$ cat src/hdl/bic_defs.svh
// Purpose: Register map, field layout and route codes of the board interrupt controller.
// Assumes: 8-bit byte address on the register port, 32-bit registers.
// Notes:   Definitions only.
`ifndef BIC_DEFS_SVH
`define BIC_DEFS_SVH
`define BIC_OFS_EN_A    8'h10
`define BIC_OFS_EN_B    8'h14
`define BIC_OFS_REQ_A   8'h20
`define BIC_OFS_REQ_B   8'h24
`define BIC_OFS_PEND_A  8'h28
`define BIC_OFS_PEND_B  8'h2C
`define BIC_OFS_CLR_A   8'h30
`define BIC_OFS_CLR_B   8'h34
`define BIC_OFS_ARM_A   8'h40
`define BIC_OFS_ARM_B   8'h44
`define BIC_OFS_LVL_A   8'h50
`define BIC_OFS_LVL_B   8'h54
`define BIC_OFS_POL_A   8'h60
`define BIC_OFS_POL_B   8'h64
`define BIC_OFS_RT_0    8'h70
`define BIC_OFS_RT_1    8'h74
`define BIC_OFS_RT_2    8'h78
`define BIC_RST_CFG     32'h00000000
`define BIC_VALID_A     32'hFFF0FFFF
`define BIC_VALID_B     32'h0F000F00
`define BIC_ROUTE_VALID 32'h3F3F3F3F
`define BIC_POS_TMR     0
`define BIC_POS_TMR_HI  4
`define BIC_POS_EXT     8
`define BIC_POS_EXT_MID 12
`define BIC_POS_PPS     20
`define BIC_POS_CBL     24
`define BIC_POS_CBL_MID 28
`define BIC_RT_STRIDE   8
`define BIC_RC_FIRST    6'h04
`define BIC_RC_PPS      6'h20
// Route codes grouped by code bits 5..2; bits 1..0 pick one of four sources.
`define BIC_GRP_TMR_LO  4'h1
`define BIC_GRP_EXT_LO  4'h2
`define BIC_GRP_CBL_LO  4'h4
`define BIC_GRP_CBL_MID 4'h5
`define BIC_GRP_CBL_HI  4'h6
`define BIC_GRP_PPS     4'h8
`define BIC_GRP_TMR_HI  4'h9
`define BIC_GRP_EXT_MID 4'hA
`define BIC_GRP_EXT_HI  4'hE
`endif

$ cat src/hdl/bic_pkg.sv
// Purpose: Types and the route decoder shared by the controller modules.
// Assumes: bic_defs.svh on the include path.
// Notes:   None.
package bic_pkg;
`include "bic_defs.svh"
  typedef struct packed {
    logic [31:0] act_prev;
    logic [31:0] pend;
  } bic_bank_st_t;
  typedef struct packed {
    logic [11:0] ext_out;
  } bic_route_st_t;
  typedef struct packed {
    logic [27:0]      sync_meta;
    logic [27:0]      sync_q;
    logic [31:0]      en_a;
    logic [31:0]      en_b;
    logic [31:0]      arm_a;
    logic [31:0]      arm_b;
    logic [31:0]      lvl_a;
    logic [31:0]      lvl_b;
    logic [31:0]      pol_a;
    logic [31:0]      pol_b;
    logic [2:0][31:0] route;
    logic [31:0]      rdata;
    logic             irq;
  } bic_top_st_t;

  // Reserved codes give an idle output: 21..23 through the pulse-per-second test, all others through the default.
  function automatic logic bic_pick(input logic [5:0] c, input logic [31:0] a,
                                    input logic [31:0] b);
    logic [1:0] k;
    k = c[1:0];
    case (c[5:2])
      `BIC_GRP_TMR_LO:  bic_pick = a[`BIC_POS_TMR + k];
      `BIC_GRP_EXT_LO:  bic_pick = a[`BIC_POS_EXT + k];
      `BIC_GRP_CBL_LO:  bic_pick = a[`BIC_POS_CBL + k];
      `BIC_GRP_CBL_MID: bic_pick = a[`BIC_POS_CBL_MID + k];
      `BIC_GRP_CBL_HI:  bic_pick = b[`BIC_POS_CBL + k];
      `BIC_GRP_PPS:     bic_pick = (c == `BIC_RC_PPS) & a[`BIC_POS_PPS];
      `BIC_GRP_TMR_HI:  bic_pick = a[`BIC_POS_TMR_HI + k];
      `BIC_GRP_EXT_MID: bic_pick = a[`BIC_POS_EXT_MID + k];
      `BIC_GRP_EXT_HI:  bic_pick = b[`BIC_POS_EXT + k];
      default:          bic_pick = 1'b0;
    endcase
  endfunction : bic_pick
endpackage : bic_pkg

$ cat src/hdl/bic_bank_if.sv
// Purpose: Carries one bank's configuration, pulses and pending state.
// Assumes: Driven by the controller top, consumed by one bank.
// Notes:   All fields are one bit per source.
`timescale 1ns/1ns
interface bic_bank_if;
  logic [31:0] enable;
  logic [31:0] arm;
  logic [31:0] level;
  logic [31:0] polarity;
  logic [31:0] soft_set;
  logic [31:0] clear;
  logic [31:0] source;
  logic [31:0] pending;
  modport ctl  (output enable, arm, level, polarity, soft_set, clear, source, input pending);
  modport bank (input enable, arm, level, polarity, soft_set, clear, source, output pending);
endinterface : bic_bank_if

$ cat src/hdl/bic_irq_bank.sv
// Purpose: Pending latches of one 32-source bank.
// Assumes: Sources already on clk_sys.
// Notes:   Reserved bits never latch.
`timescale 1ns/1ns
`include "bic_defs.svh"
module bic_irq_bank
  import bic_pkg::*;
#(
  parameter logic [31:0] VALID = `BIC_VALID_A
)(
  input  wire logic clk_sys,
  input  wire logic sys_rst,
  bic_bank_if.bank  bi
);
  bic_bank_st_t st_r;
  bic_bank_st_t st_nxt;
  logic [31:0]  act;
  logic [31:0]  edge_set;
  logic [31:0]  clr_only;

  always_comb
  begin
    st_nxt   = st_r;
    act      = bi.source ^ ~bi.polarity;
    edge_set = ~bi.level & bi.arm & act & ~st_r.act_prev & VALID;
    clr_only = bi.clear & ~bi.level & ~bi.soft_set & ~edge_set & VALID;
    st_nxt.act_prev = act;
    // Set wins over clear; level sources track the input and ignore clear.
    st_nxt.pend = ((st_r.pend & ~bi.clear & ~bi.level) | bi.soft_set | edge_set |
                   (bi.level & act)) & VALID;
  end

  always_ff @(posedge clk_sys or posedge sys_rst)
  begin
    if (sys_rst)
      st_r <= '0;
    else
      st_r <= st_nxt;
  end

  assign bi.pending = st_r.pend;

  a_edge_latch: assert property (@(posedge clk_sys) disable iff (sys_rst)
    (edge_set != 0) |=> ((st_r.pend & $past(edge_set)) == $past(edge_set)))
    else $error("armed edge not latched");
  a_clear_drops: assert property (@(posedge clk_sys) disable iff (sys_rst)
    (clr_only != 0) |=> ((st_r.pend & $past(clr_only)) == 0))
    else $error("cleared request still pending");
  a_level_follow: assert property (@(posedge clk_sys) disable iff (sys_rst)
    ##1 ((st_r.pend & $past(bi.level) & VALID & ~$past(bi.soft_set)) ==
         ($past(act) & $past(bi.level) & VALID & ~$past(bi.soft_set))))
    else $error("level source pending does not follow input");
endmodule : bic_irq_bank

$ cat src/hdl/bic_route.sv
// Purpose: Steers delivered sources onto the twelve connector outputs.
// Assumes: Delivered vectors are pending masked by enable.
// Notes:   Outputs are registered, one cycle behind the source.
`timescale 1ns/1ns
`include "bic_defs.svh"
module bic_route
  import bic_pkg::*;
(
  input  wire logic             clk_sys,
  input  wire logic             sys_rst,
  input  wire logic [2:0][31:0] route_cfg,
  input  wire logic [31:0]      deliver_a,
  input  wire logic [31:0]      deliver_b,
  output logic      [11:0]      ext_out
);
  bic_route_st_t st_r;
  bic_route_st_t st_nxt;
  logic [11:0]   pick;

  for (genvar g = 0; g < 12; g++)
  begin : g_out
    assign pick[g] = bic_pick(route_cfg[g / 4][(g % 4) * `BIC_RT_STRIDE +: 6],
                              deliver_a, deliver_b);
  end

  always_comb
  begin
    st_nxt         = st_r;
    st_nxt.ext_out = pick;
  end

  always_ff @(posedge clk_sys or posedge sys_rst)
  begin
    if (sys_rst)
      st_r <= '0;
    else
      st_r <= st_nxt;
  end

  assign ext_out = st_r.ext_out;

  a_rsv_idle: assert property (@(posedge clk_sys) disable iff (sys_rst)
    (route_cfg[0][5:0] < `BIC_RC_FIRST) |=> !ext_out[0])
    else $error("reserved route code drives output");
  a_pps_route: assert property (@(posedge clk_sys) disable iff (sys_rst)
    (route_cfg[1][5:0] == `BIC_RC_PPS) |=> (ext_out[4] == $past(deliver_a[`BIC_POS_PPS])))
    else $error("pulse-per-second route wrong");
  c_route_active: cover property (@(posedge clk_sys) disable iff (sys_rst) ext_out != 0);
endmodule : bic_route

$ cat src/hdl/bic_top.sv
// Purpose: Board interrupt controller: two source banks, host interrupt and routing.
// Assumes: clk_sys at 250 MHz; timer requests come from logic on clk_sys.
// Notes:   Pin inputs pass a two-flop synchroniser before any logic sees them.
//
// How it works
// - Stored one means on, zero off.
// - Enable bit gates delivery of its source.
// - Writing request one raises a software request.
// - Pending registers show latched outstanding requests.
// - Writing clear one removes an edge source's outstanding request; level sources ignore it.
// - Armed edge sources latch on active edge.
// - Level bit one means level, zero edge.
// - Polarity one high or rising, zero low.
// - First bank holds timers, externals, auxiliaries, cables.
// - Second bank holds externals and cables eight-eleven.
// - Each connector output follows its routed source.
// - Three route registers, four six-bit fields each.
// - Route codes select timers, externals, cables, pulse.
`timescale 1ns/1ns
`include "bic_defs.svh"
module bic_top
  import bic_pkg::*;
(
  input  wire logic        clk_sys,
  input  wire logic        sys_rst,
  input  wire logic [7:0]  reg_addr,
  input  wire logic [31:0] reg_wdata,
  input  wire logic        reg_wr,
  input  wire logic        reg_rd,
  output logic      [31:0] reg_rdata,
  input  wire logic [7:0]  timer_irq,
  input  wire logic [3:0]  satnav_aux_irq,
  input  wire logic [11:0] external_line_irq,
  input  wire logic [11:0] cable_line_irq,
  output logic             host_irq,
  output logic      [11:0] ext_irq_out
);
  // ***************************************************************
  // Declarations
  // ***************************************************************
  bic_top_st_t st_r;
  bic_top_st_t st_nxt;
  bic_bank_if  bi_a ();
  bic_bank_if  bi_b ();
  logic [11:0] ext_s;
  logic [11:0] cbl_s;
  logic [3:0]  aux_s;
  logic [31:0] soft_a;
  logic [31:0] soft_b;
  logic [31:0] clr_a;
  logic [31:0] clr_b;
  logic [31:0] deliver_a;
  logic [31:0] deliver_b;
  logic [31:0] rd_word;

  // ***************************************************************
  // Synchronised inputs
  // ***************************************************************
  // The second stage is the only reader of the first.
  assign ext_s = st_r.sync_q[11:0];
  assign cbl_s = st_r.sync_q[23:12];
  assign aux_s = st_r.sync_q[27:24];

  // ***************************************************************
  // Write pulses
  // ***************************************************************
  // Request and clear store nothing; a one written is a single-cycle pulse.
  always_comb
  begin
    soft_a = '0;
    soft_b = '0;
    clr_a  = '0;
    clr_b  = '0;
    if (reg_wr)
    begin
      case (reg_addr)
        `BIC_OFS_REQ_A: soft_a = reg_wdata & `BIC_VALID_A;
        `BIC_OFS_REQ_B: soft_b = reg_wdata & `BIC_VALID_B;
        `BIC_OFS_CLR_A: clr_a  = reg_wdata & `BIC_VALID_A;
        `BIC_OFS_CLR_B: clr_b  = reg_wdata & `BIC_VALID_B;
        default:
        begin
          soft_a = '0;
        end
      endcase
    end
  end

  // ***************************************************************
  // Read mux
  // ***************************************************************
  // Request and clear read back as zero; unmapped offsets read as zero.
  always_comb
  begin
    rd_word = '0;
    case (reg_addr)
      `BIC_OFS_EN_A:   rd_word = st_r.en_a;
      `BIC_OFS_EN_B:   rd_word = st_r.en_b;
      `BIC_OFS_PEND_A: rd_word = bi_a.pending;
      `BIC_OFS_PEND_B: rd_word = bi_b.pending;
      `BIC_OFS_ARM_A:  rd_word = st_r.arm_a;
      `BIC_OFS_ARM_B:  rd_word = st_r.arm_b;
      `BIC_OFS_LVL_A:  rd_word = st_r.lvl_a;
      `BIC_OFS_LVL_B:  rd_word = st_r.lvl_b;
      `BIC_OFS_POL_A:  rd_word = st_r.pol_a;
      `BIC_OFS_POL_B:  rd_word = st_r.pol_b;
      `BIC_OFS_RT_0:   rd_word = st_r.route[0];
      `BIC_OFS_RT_1:   rd_word = st_r.route[1];
      `BIC_OFS_RT_2:   rd_word = st_r.route[2];
      default:         rd_word = '0;
    endcase
  end

  // ***************************************************************
  // Next state
  // ***************************************************************
  always_comb
  begin
    st_nxt           = st_r;
    st_nxt.sync_meta = {satnav_aux_irq, cable_line_irq, external_line_irq};
    st_nxt.sync_q    = st_r.sync_meta;
    st_nxt.rdata     = reg_rd ? rd_word : '0;
    // Host line is registered so it never glitches on the bus side.
    st_nxt.irq       = (deliver_a != 0) || (deliver_b != 0);
    if (reg_wr)
    begin
      // Reserved bits are not stored, so they always read as zero.
      case (reg_addr)
        `BIC_OFS_EN_A:  st_nxt.en_a     = reg_wdata & `BIC_VALID_A;
        `BIC_OFS_EN_B:  st_nxt.en_b     = reg_wdata & `BIC_VALID_B;
        `BIC_OFS_ARM_A: st_nxt.arm_a    = reg_wdata & `BIC_VALID_A;
        `BIC_OFS_ARM_B: st_nxt.arm_b    = reg_wdata & `BIC_VALID_B;
        `BIC_OFS_LVL_A: st_nxt.lvl_a    = reg_wdata & `BIC_VALID_A;
        `BIC_OFS_LVL_B: st_nxt.lvl_b    = reg_wdata & `BIC_VALID_B;
        `BIC_OFS_POL_A: st_nxt.pol_a    = reg_wdata & `BIC_VALID_A;
        `BIC_OFS_POL_B: st_nxt.pol_b    = reg_wdata & `BIC_VALID_B;
        `BIC_OFS_RT_0:  st_nxt.route[0] = reg_wdata & `BIC_ROUTE_VALID;
        `BIC_OFS_RT_1:  st_nxt.route[1] = reg_wdata & `BIC_ROUTE_VALID;
        `BIC_OFS_RT_2:  st_nxt.route[2] = reg_wdata & `BIC_ROUTE_VALID;
        default:
        begin
          st_nxt.irq = st_nxt.irq;
        end
      endcase
    end
  end

  always_ff @(posedge clk_sys or posedge sys_rst)
  begin
    if (sys_rst)
    begin
      st_r          <= '0;
      st_r.en_a     <= `BIC_RST_CFG;
      st_r.en_b     <= `BIC_RST_CFG;
      st_r.arm_a    <= `BIC_RST_CFG;
      st_r.arm_b    <= `BIC_RST_CFG;
      st_r.lvl_a    <= `BIC_RST_CFG;
      st_r.lvl_b    <= `BIC_RST_CFG;
      st_r.pol_a    <= `BIC_RST_CFG;
      st_r.pol_b    <= `BIC_RST_CFG;
    end
    else
    begin
      st_r <= st_nxt;
    end
  end

  // ***************************************************************
  // Bank wiring
  // ***************************************************************
  // Bank A: cables 7..0, auxiliaries 3..0, externals 7..0, timers 7..0.
  assign bi_a.enable   = st_r.en_a;
  assign bi_a.arm      = st_r.arm_a;
  assign bi_a.level    = st_r.lvl_a;
  assign bi_a.polarity = st_r.pol_a;
  assign bi_a.soft_set = soft_a;
  assign bi_a.clear    = clr_a;
  assign bi_a.source   = {cbl_s[7:0], aux_s, 4'h0, ext_s[7:0], timer_irq};
  // Bank B: cables 11..8 and externals 11..8 only.
  assign bi_b.enable   = st_r.en_b;
  assign bi_b.arm      = st_r.arm_b;
  assign bi_b.level    = st_r.lvl_b;
  assign bi_b.polarity = st_r.pol_b;
  assign bi_b.soft_set = soft_b;
  assign bi_b.clear    = clr_b;
  assign bi_b.source   = {4'h0, cbl_s[11:8], 12'h000, ext_s[11:8], 8'h00};

  bic_irq_bank #(
    .VALID (`BIC_VALID_A)
  ) u_bank_a (
    .clk_sys (clk_sys),
    .sys_rst (sys_rst),
    .bi      (bi_a)
  );

  bic_irq_bank #(
    .VALID (`BIC_VALID_B)
  ) u_bank_b (
    .clk_sys (clk_sys),
    .sys_rst (sys_rst),
    .bi      (bi_b)
  );

  // ***************************************************************
  // Delivery and routing
  // ***************************************************************
  // Routing uses delivered sources, so a disabled source stays off the connector too.
  assign deliver_a = bi_a.pending & st_r.en_a;
  assign deliver_b = bi_b.pending & st_r.en_b;

  bic_route u_route (
    .clk_sys   (clk_sys),
    .sys_rst   (sys_rst),
    .route_cfg (st_r.route),
    .deliver_a (deliver_a),
    .deliver_b (deliver_b),
    .ext_out   (ext_irq_out)
  );

  assign host_irq  = st_r.irq;
  assign reg_rdata = st_r.rdata;

  // ***************************************************************
  // Checks
  // ***************************************************************
  a_irq_raise: assert property (@(posedge clk_sys) disable iff (sys_rst)
    ((deliver_a != 0) || (deliver_b != 0)) |=> host_irq)
    else $error("host interrupt missing for enabled pending source");
  a_irq_quiet: assert property (@(posedge clk_sys) disable iff (sys_rst)
    ((deliver_a == 0) && (deliver_b == 0)) |=> !host_irq)
    else $error("host interrupt without enabled pending source");
  a_pend_read: assert property (@(posedge clk_sys) disable iff (sys_rst)
    (reg_rd && (reg_addr == `BIC_OFS_PEND_A)) |=> (reg_rdata == $past(bi_a.pending)))
    else $error("pending read returns wrong word");
  a_soft_raise: assert property (@(posedge clk_sys) disable iff (sys_rst)
    (soft_a != 0) |=> ((bi_a.pending & $past(soft_a)) == $past(soft_a)))
    else $error("software request not latched");
  a_enable_store: assert property (@(posedge clk_sys) disable iff (sys_rst)
    (reg_wr && (reg_addr == `BIC_OFS_EN_B)) ##1 (reg_rd && (reg_addr == `BIC_OFS_EN_B))
    |=> (reg_rdata == ($past(reg_wdata, 2) & `BIC_VALID_B)))
    else $error("enable write not read back");
  a_rsv_bank_a: assert property (@(posedge clk_sys) disable iff (sys_rst)
    (reg_rd && (reg_addr == `BIC_OFS_ARM_A)) |=> ((reg_rdata & ~`BIC_VALID_A) == 0))
    else $error("reserved bank A bits read nonzero");
  a_rsv_bank_b: assert property (@(posedge clk_sys) disable iff (sys_rst)
    (reg_rd && (reg_addr == `BIC_OFS_PEND_B)) |=> ((reg_rdata & ~`BIC_VALID_B) == 0))
    else $error("reserved bank B bits read nonzero");
  a_read_once: assert property (@(posedge clk_sys) disable iff (sys_rst)
    !reg_rd |=> (reg_rdata == 0))
    else $error("read data outside the answer cycle");
  a_route_timer: assert property (@(posedge clk_sys) disable iff (sys_rst)
    (st_r.route[2][5:0] == `BIC_RC_FIRST) |=> (ext_irq_out[8] == $past(deliver_a[0])))
    else $error("timer 0 route wrong");

  c_host_irq: cover property (@(posedge clk_sys) disable iff (sys_rst) $rose(host_irq));
  c_soft_req: cover property (@(posedge clk_sys) disable iff (sys_rst)
    (soft_a != 0) ##2 host_irq);
  c_clear:    cover property (@(posedge clk_sys) disable iff (sys_rst)
    (clr_a != 0) ##2 !host_irq);
  c_cable_b:  cover property (@(posedge clk_sys) disable iff (sys_rst) deliver_b != 0);
endmodule : bic_top

$ cat config.mk
export PLATFORM = sky130hd
export DESIGN_NAME = bic_top
export DESIGN_NICKNAME = d
export VERILOG_FILES = /design/src/hdl/bic_pkg.sv /design/src/hdl/bic_bank_if.sv /design/src/hdl/bic_irq_bank.sv /design/src/hdl/bic_route.sv /design/src/hdl/bic_top.sv
export VERILOG_INCLUDE_DIRS = /design/src /design/src/hdl
export SDC_FILE = /design/constraint.sdc
export NUM_CORES = 1
export LEC_CHECK = 0
export ABC_AREA = 1
export BUFFER_PORTS_ARGS = -buffer_cell sky130_fd_sc_hd__buf_2
export CORE_AREA = 2 2 203 205
export CTS_CLUSTER_SIZE = 16
export DETAILED_ROUTE_END_ITERATION = 10
export DIE_AREA = 0 0 205 207
export PLACE_DENSITY = 0.78
export SLEW_MARGIN = 20
export SYNTH_ARGS = -nofsm -noshare
export SYNTH_HDL_FRONTEND = slang
export SYNTH_HIERARCHICAL = 1
export SYNTH_SLANG_ARGS = --single-unit
$ cat constraint.sdc
create_clock -name clk_sys -period 10.05 [get_ports clk_sys]
set_input_delay 0.5025 -clock clk_sys [delete_from_list [all_inputs] [get_ports clk_sys]]
set_output_delay 0.5025 -clock clk_sys [all_outputs]
set_load 0.05 [all_outputs]
# Word-level counts from Yosys, hierarchy flattened
# Index checks and enable logic that the tools add are counted.
[totals] reg_bits=413 out_inout_bits=45
[classes] add_sub_neg=60 magnitude_cmp=72 eq_ne=137 mux=214 n_bitwise=42 reduce_logical=14
[op_table] operator="32-bit by 6-bit < comparator with 1-bit output (second input constant)" count=60
[op_table] operator="1-bit binary-select mux with 5-bit select" count=84
[op_table] operator="32-bit one-hot mux with 13 select lines" count=1
[op_table] operator="32-bit AND" count=7
[op_table] operator="28-bit AND" count=7
[op_table] operator="4-bit equality test (second input constant)" count=48
[op_table] operator="32-bit two-way mux" count=5
[op_table] operator="5-bit by 2-bit adder with 6-bit output (first input constant)" count=24
[op_table] operator="4-bit by 3-bit equality test with 1-bit output (second input constant)" count=36
[op_table] operator="32-bit inverter" count=4
[op_table] operator="4-bit by 2-bit adder with 5-bit output (first input constant)" count=24
[op_table] operator="28-bit two-way mux" count=4
[op_table] operator="28-bit inverter" count=4
[op_table] operator="1-bit one-hot mux with 9 select lines" count=12
[op_table] operator="1-bit two-way mux" count=96
[op_table] operator="32-bit bitwise OR" count=3
[op_table] operator="28-bit bitwise OR" count=3
[op_table] operator="6-bit equality test (second input constant)" count=12
[op_table] operator="8-bit by 7-bit equality test with 1-bit output (second input constant)" count=9
[op_table] operator="2-bit by 6-bit < comparator with 1-bit output (second input constant)" count=12
[op_table] operator="32-bit nonzero test" count=2
[op_table] operator="3-bit by 2-bit adder with 4-bit output (first input constant)" count=12
[op_table] operator="4-bit by 1-bit equality test with 1-bit output (second input constant)" count=12
[op_table] operator="4-bit by 2-bit equality test with 1-bit output (second input constant)" count=12
[op_table] operator="other kinds (8)" count=46

# Longest topological paths before layout
# Gate-level depths: netlist (run 1).
[logic_depth] depth_word=9 depth_mapped=12 depth_no_buf=11

# Cells and area by module
# Netlist (run 1), hierarchy kept.
[by_module_without_submodules] mod="bic_top" n_inst=1 cells_each=1678 area_per_inst_um2=13745.7
[by_module_without_submodules] mod="bic_route" n_inst=1 cells_each=1195 area_per_inst_um2=5492.8
[by_module_without_submodules] mod="bic_irq_bank at u_bank_a" n_inst=1 cells_each=538 area_per_inst_um2=3435.8
[by_module_without_submodules] mod="bic_irq_bank at u_bank_b" n_inst=1 cells_each=178 area_per_inst_um2=1158.6

# Worst setup path before layout (run 1)
# Ideal clock, no wire load.
[synth_path] path_type="input to register" startpoint="input port reg_addr[1]" endpoint="register u_bank_a.st_r (netlist bit u_bank_a/bi.pending[29])" arrival_ns=1.668 slack_ns=8.266 path_stages=12 n_path_buf=2 cell_sequence="inv_1 nand2_2 nor2_2 buf_6 nand2_1 clkbuf_1 nor3_1 inv_1 nand3_1 nand2_1 inv_1 nand2_1"
[synth_lines] item="start, declared" line="bic_top.sv:26" rtl="input wire logic [7:0] reg_addr,"
[synth_lines] item="end signal, assigned" line="bic_irq_bank.sv:38" rtl="st_r <= st_nxt;"
[synth_lines] item="end, declared" line="bic_irq_bank.sv:15" rtl="bic_bank_st_t st_r;"

# Worst setup path in the final report (run 1)
[layout_path] startpoint="input port reg_addr[1]" endpoint="register st_r (netlist bit bi_a.enable[4])"
[layout_via] elab_chain_len=2
[layout_lines] item="8-bit by 5-bit equality test with 1-bit output" line="bic_top.sv:128" rtl="case (reg_addr)"
[layout_lines] item="2-bit AND reduction (no source line)"
[layout_lines] item="end signal, assigned" line="bic_top.sv:164" rtl="st_r <= st_nxt;"
[layout_lines] item="end, declared" line="bic_top.sv:41" rtl="bic_top_st_t st_r;"
# Every way passes these cells.
# A chain may end at the register's enable or synchronous reset.

==> flow_summary_export.csv, run 1 <==
group,metric,value,unit
placement,globalplace.congestion,0.9763,
min_path,holdPathStages,1,
die,initial_utilization,59.00,%
setup_path,timing.rr.start,"u_bank_a/bi.pending[20]",
global_route,grt_first_pass_wirelength,113000,µm
clock_tree,cts_inserted_buffers,43,
placement,port_buffers,124,
clock_tree,cts_tree,"done",
timing,min_period,2629,ps
clock_tree,cts_setup_buffers,0,
global_route,grt_pass1_vias,20433,
routing,postRouteAntennaNets,0,
global_route,antenna_found_initial,0,
pwr,power_density,157.8,mW/mm²
timing,hold_viol_final,0,
die,pin_count,125,
routing,wl_per_cell,17.66,µm
run,max_cap_violations,0,
clock_tree,clock_path_buffers,3,
timing,worstMarginPinSlew,1079,ps
setup_path,startpoint_type,"input pin",
status,status,"completed",
synth,synthCells,3585,
pwr,finalPower,3.924,mW
global_route,grt.total_usage,34.31,%
synth,synthesis.area,0.02382,mm²
setup_path,critPathArrivalTime,3070,ps
min_path,hp-class,"in -> reg",
timing,relSlewSlack,28.02,%
routing,via_count,22351,
final_layout,area_delta_synth_final,4.370,%
synth,synth_area_per_cell,6.644,µm²
placement,hpwl,46470,µm
routing,drc,0,
clock_tree,cts_resized,0,
timing,finalSetupViolCount,0,
timing,rsz0062_at_grt,"false",
global_route,grt.overflow.total,0,
setup_path,critical_path_required,10490,ps
clock_tree,cts-root-buf,"clkbuf_16",
final_layout,drive_above_1_share,8.683,%
die,rows,74,
setup_path,critPathKind,"in -> reg",
final_layout,final_cell_count_no_fill,4079,
clock_tree,clk_pin_slew_worst_paths,60,ps
setup_path,critPathCaptureType,"flop",
routing,drt_iter0_markers,2685,
synth,ys_warn_count,6,
die,die-area,0.04244,mm²
min_path,hold_end,"st_nxt[392]",
final_layout,antenna_cells,0,
die,core_area,0.04037,mm²
clock_tree,cts_sinks,389,
die,die_x,205,µm
routing,routed_wl,72050,µm
routing,via_per_inst,5.480,
pwr,leakage,13.35,nW
setup_path,crit_fanout,48,
setup_path,r2r_cells,8,
timing,finClkSkew,21.04,ps
placement,place_inst,4003,
setup_path,worst_r2r_endpoint,"u_route/ext_out[11]",
clock_tree,clk_latency,580,ps
die,die_h,207,µm
timing,setup_ws,7421,ps
final_layout,nets,3596,
timing,drv_slew,0,
timing,fin_setup_tns,0,ps
min_path,holdCritStartpoint,"external_line_irq[7]",
setup_path,ff2ff_setup_slack,7990,ps
timing,fmax,0.3804,GHz
clock_tree,cts_hold_buf,0,
final_layout,final_core_util,61.58,%
timing,fin_crit_sh,26.16,%
pwr,peakVddDrop,0.1426,mV
routing,dr.pass1.iters,8,
clock_tree,htreeDepth,2,
placement,dp_slack,6553,ps
global_route,grt_max_degree,113,
==> flip-flops by register name (all words and copies together), names as in the netlist, 12 cells and up <==
name,cells
bi_a.polarity,28
u_route/ext_out,12
bi_a.enable,28
u_bank_a/st_r,28
st_r,72
st_nxt,28
bi_a.source,16
bi_a.level,28
reg_rdata,32
bi_a.arm,28
u_bank_a/bi.pending,28
==> report_power, final <==
| part | internal (mW) | total, mW | switching (mW) |
|---|---|---|---|
| combinational | 0.161 | 0.508 | 0.347 |
| sequential | 1.70 | 1.86 | 0.158 |
| clock | 0.895 | 1.56 | 0.662 |
==> layout by cell type (no fill, tap or decap), types with 6 or more instances in the layout <==
cell       instances
a21oi_1           28
nand2_2           53
clkbuf_8           7
inv_4             11
or2_2              7
buf_2            124
nand2_1         1329
inv_2             12
o21ai_1           71
clkinv_2           6
inv_1            446
nor2_1           255
conb_1            28
nand4_1           13
dfrtp_1          389
nand3b_1           7
nor3_1            54
nor2_4             8
clkbuf_16         43
buf_4             15
clkbuf_1          11
nand3_1          461
o21ai_0          143
==> critical path, cell delays in order <==
cell	delay, ps
buf_2	100
inv_1	50
nand2_2	120
nor2_4	130
buf_4	490
nand2_2	360
inv_2	320
nand2_1	350
buf_4	390
nand2_1	110
o21ai_0	80
==> layer usage <==
| layer | global-route usage, % | routed length (µm) |
|---|---|---|
| met1 | 47.86 | 28960 |
| met2 | 51.91 | 31780 |
| met3 | 7.300 | 8142 |
| met4 | 14.46 | 3172 |
| met5 | 0 | 0 |
==> area by class of cell <==
class                      count  area [µm²]
tap                          532       665.6
timing repair buffer         139       733.2
clock buffer                  61        1214
inverter                     473        1815
clock inverter                15       148.9
sequential                   389        9734
fill                        3796       15510
multi-input combinational   2470       10550
==> how the worst max path moves through the flow <==
stage | start | to | cells past startpoint
2_1_floorplan | sys_rst | aux_s[0] | 1
3_3_place_gp | reg_addr[7] | bi_a.level[29] | 8
3_5_place_dp | reg_addr[7] | bi_a.level[27] | 9
4_1_cts | reg_addr[7] | bi_a.level[27] | 9
5_1_grt | sys_rst | bi_a.arm[4] | 4
6_report | reg_addr[1] | bi_a.enable[4] | 11
==> through the flow <==
step	area (µm²)	hold WS (ps)
final	24860	35.46
after global routing	24860	21.37
after CTS	24850	13.55
after detailed placement	23490	334.7
after global placement	23490	332.1
after floorplan	23920	331.2
Note: power is estimated with default switching activity, not from simulation.
==> run 2: changes to the inputs <==
--- a/config.mk
+++ b/config.mk
@@ -6,13 +6,13 @@
 export SDC_FILE = /design/constraint.sdc
 export NUM_CORES = 1
 export LEC_CHECK = 0
-export ABC_AREA = 1
+export ABC_AREA = 0
 export BUFFER_PORTS_ARGS = -buffer_cell sky130_fd_sc_hd__buf_2
-export CORE_AREA = 2 2 203 205
+export CORE_AREA = 2 2 201 203
 export CTS_CLUSTER_SIZE = 16
 export DETAILED_ROUTE_END_ITERATION = 10
-export DIE_AREA = 0 0 205 207
-export PLACE_DENSITY = 0.78
+export DIE_AREA = 0 0 203 205
+export PLACE_DENSITY = 0.77
 export SLEW_MARGIN = 20
 export SYNTH_ARGS = -nofsm -noshare
 export SYNTH_HDL_FRONTEND = slang
==> constraint.sdc (replaced) <==
create_clock -name clk_sys -period 2.4 [get_ports clk_sys]
set_input_delay 0.12 -clock clk_sys [delete_from_list [all_inputs] [get_ports clk_sys]]
set_output_delay 0.12 -clock clk_sys [all_outputs]
set_load 0.05 [all_outputs]
==> flow_summary_export.csv, run 2 <==
group,metric,value,unit
routing,routed_wl,64180,µm
routing,via_per_inst,6.569,
clock_tree,clock_path_buffers,3,
setup_path,startpoint_type,"flop",
clock_tree,cts_setup_buffers,0,
routing,postRouteAntennaNets,0,
min_path,holdPathStages,2,
final_layout,final_core_util,62.78,%
routing,drc,0,
setup_path,ff2ff_setup_slack,110,ps
timing,finalSetupViolCount,0,
timing,setup_ws,111.3,ps
setup_path,cp.buffers_inverters,0,
die,die-area,0.04162,mm²
final_layout,layout_common_cells,"389 x dfrtp_1, 202 x mux2_2, 124 x buf_2",
setup_path,critical_path_required,2810,ps
setup_path,critPathKind,"reg -> reg",
min_path,hp-class,"in -> reg",
clock_tree,clk_latency,580,ps
clock_tree,clk_pin_slew_worst_paths,60,ps
die,initial_utilization,55.63,%
placement,dp_slack,179.0,ps
placement,globalplace.congestion,0.9762,
setup_path,cp_slowest_cell,"a2111oi_2",
setup_path,crit_family,"compound AO/OA/AOI/OAI gates",
die,die_x,203,µm
pwr,leakage,10.83,nW
timing,min_period,2289,ps
final_layout,area_delta_synth_final,12.87,%
final_layout,seq_area,0.009734,mm²
timing,relSlewSlack,47.64,%
die,die_h,205,µm
synth,synthesis.area,0.02190,mm²
timing,fin_crit_sh,95.36,%
setup_path,r2r_cells,6,
timing,worstMarginPinSlew,784.6,ps
pwr,power_density,657.0,mW/mm²
timing,rsz0062_at_grt,"false",
die,core_area,0.03937,mm²
pwr,peakVddDrop,0.6058,mV
timing,fin_setup_tns,0,ps
global_route,antenna_found_initial,3,
setup_path,critPathArrivalTime,2700,ps
placement,hpwl,42220,µm
routing,wl_per_cell,25.68,µm
global_route,grt_pass1_vias,16428,
timing,fmax,0.4369,GHz
clock_tree,cts_sinks,389,
final_layout,nets,2019,
setup_path,crit_chain,"and2_1 > mux2_2 > a221oi_1 > a21oi_1 > a2111oi_2 > nand2_1",
final_layout,mostFrequentLayoutCell,"dfrtp_1",
routing,drt_iter0_markers,2259,
timing,hold_viol_final,0,
min_path,holdCritStartpoint,"reg_wdata[26]",
run,max_cap_violations,0,
synth,synthCells,1832,
clock_tree,cts_tree,"done",
timing,finClkSkew,23.65,ps
setup_path,cp_slowest_stage_delay,420,ps
final_layout,fillCellCount,2953,
min_path,hold_end,"bi_b.arm[26]",
synth,synth_area_per_cell,11.95,µm²
clock_tree,htreeDepth,2,
final_layout,drive_above_1_share,33.64,%
global_route,grt_first_pass_wirelength,98280,µm
routing,dr.pass1.iters,8,
die,pin_count,125,
global_route,grt.overflow.total,0,
setup_path,crit_fanout,13,
global_route,grt.total_usage,31.20,%
final_layout,largest_reg_flops,72,
timing,drv_slew,0,
synth,ys_warn_count,6,
clock_tree,cts_inserted_buffers,42,
placement,port_buffers,124,
setup_path,critPathCaptureType,"flop",
global_route,grt_max_degree,122,
final_layout,multi_input_area,0.01083,mm²
status,status,"completed",
die,rows,73,
clock_tree,cts-root-buf,"clkbuf_16",
routing,via_count,16417,
setup_path,worst_r2r_endpoint,"u_route/ext_out[11]",
final_layout,top_register,"st_r",
setup_path,timing.rr.start,"bi_b.enable[25]",
==> run 2: report_power, final <==
group	switching (mW)	leakage (nW)	internal, mW
Clock	2.68	0.692	3.80
Combinational	1.05	5.04	0.888
Sequential	0.665	5.10	7.16
==> run 2: how the worst max path moves through the flow <==
stage / startpoint / to / slack (ps) / depth (start not counted)
3_5_place_dp: bi_a.enable[6] / host_irq / 180 / 5
5_1_grt: bi_a.enable[6] / host_irq / 60 / 5
2_1_floorplan: sys_rst / aux_s[0] / -1780 / 1
3_3_place_gp: reg_addr[4] / reg_rdata[13] / 210 / 6
6_report: bi_b.enable[25] / u_route/ext_out[11] / 110 / 6
4_1_cts: bi_a.enable[6] / host_irq / 160 / 5
==> run 2: area by class of cell <==
type	instances	share of cell area [%]
multi-input combinational	1227	43.81
sequential	389	39.38
timing repair buffer	272	8.302
clock buffer	66	5.356
tap	525	2.658
clock inverter	10	0.3392
inverter	7	0.1215
antenna	3	0.03037
==> run 2: stage by stage <==
stage / area (µm²) / power [mW] / instances / hold WS (ps)
after CTS: 24710 / 16.29 / 2496 / 37.08
final: 24720 / 16.24 / 2499 / 63.03
after global placement: 22620 / 9.623 / 2352 / 170.3
after global routing: 24720 / 16.83 / 2499 / 67.96
after floorplan: 22000 / 9.416 / 1858 / -15.30
after detailed placement: 22620 / 9.722 / 2352 / 175.7
==> run 2: what timing repair did <==
item	4_1_cts	5_1_grt
hold buffers	68	0
gates resized for setup	0	0
hold endpoints to repair	330	0
==> run 2: metal layers <==
metal	vias to the layer above	track usage, %	share of wire, %	wire [µm]
met5	-	0	0	0
met1	8162	40.88	38	24310
met4	0	15.62	5.4	3437
li1	6917	-	-	-
met2	1101	49.50	47	29850
met3	237	6.682	10	6585
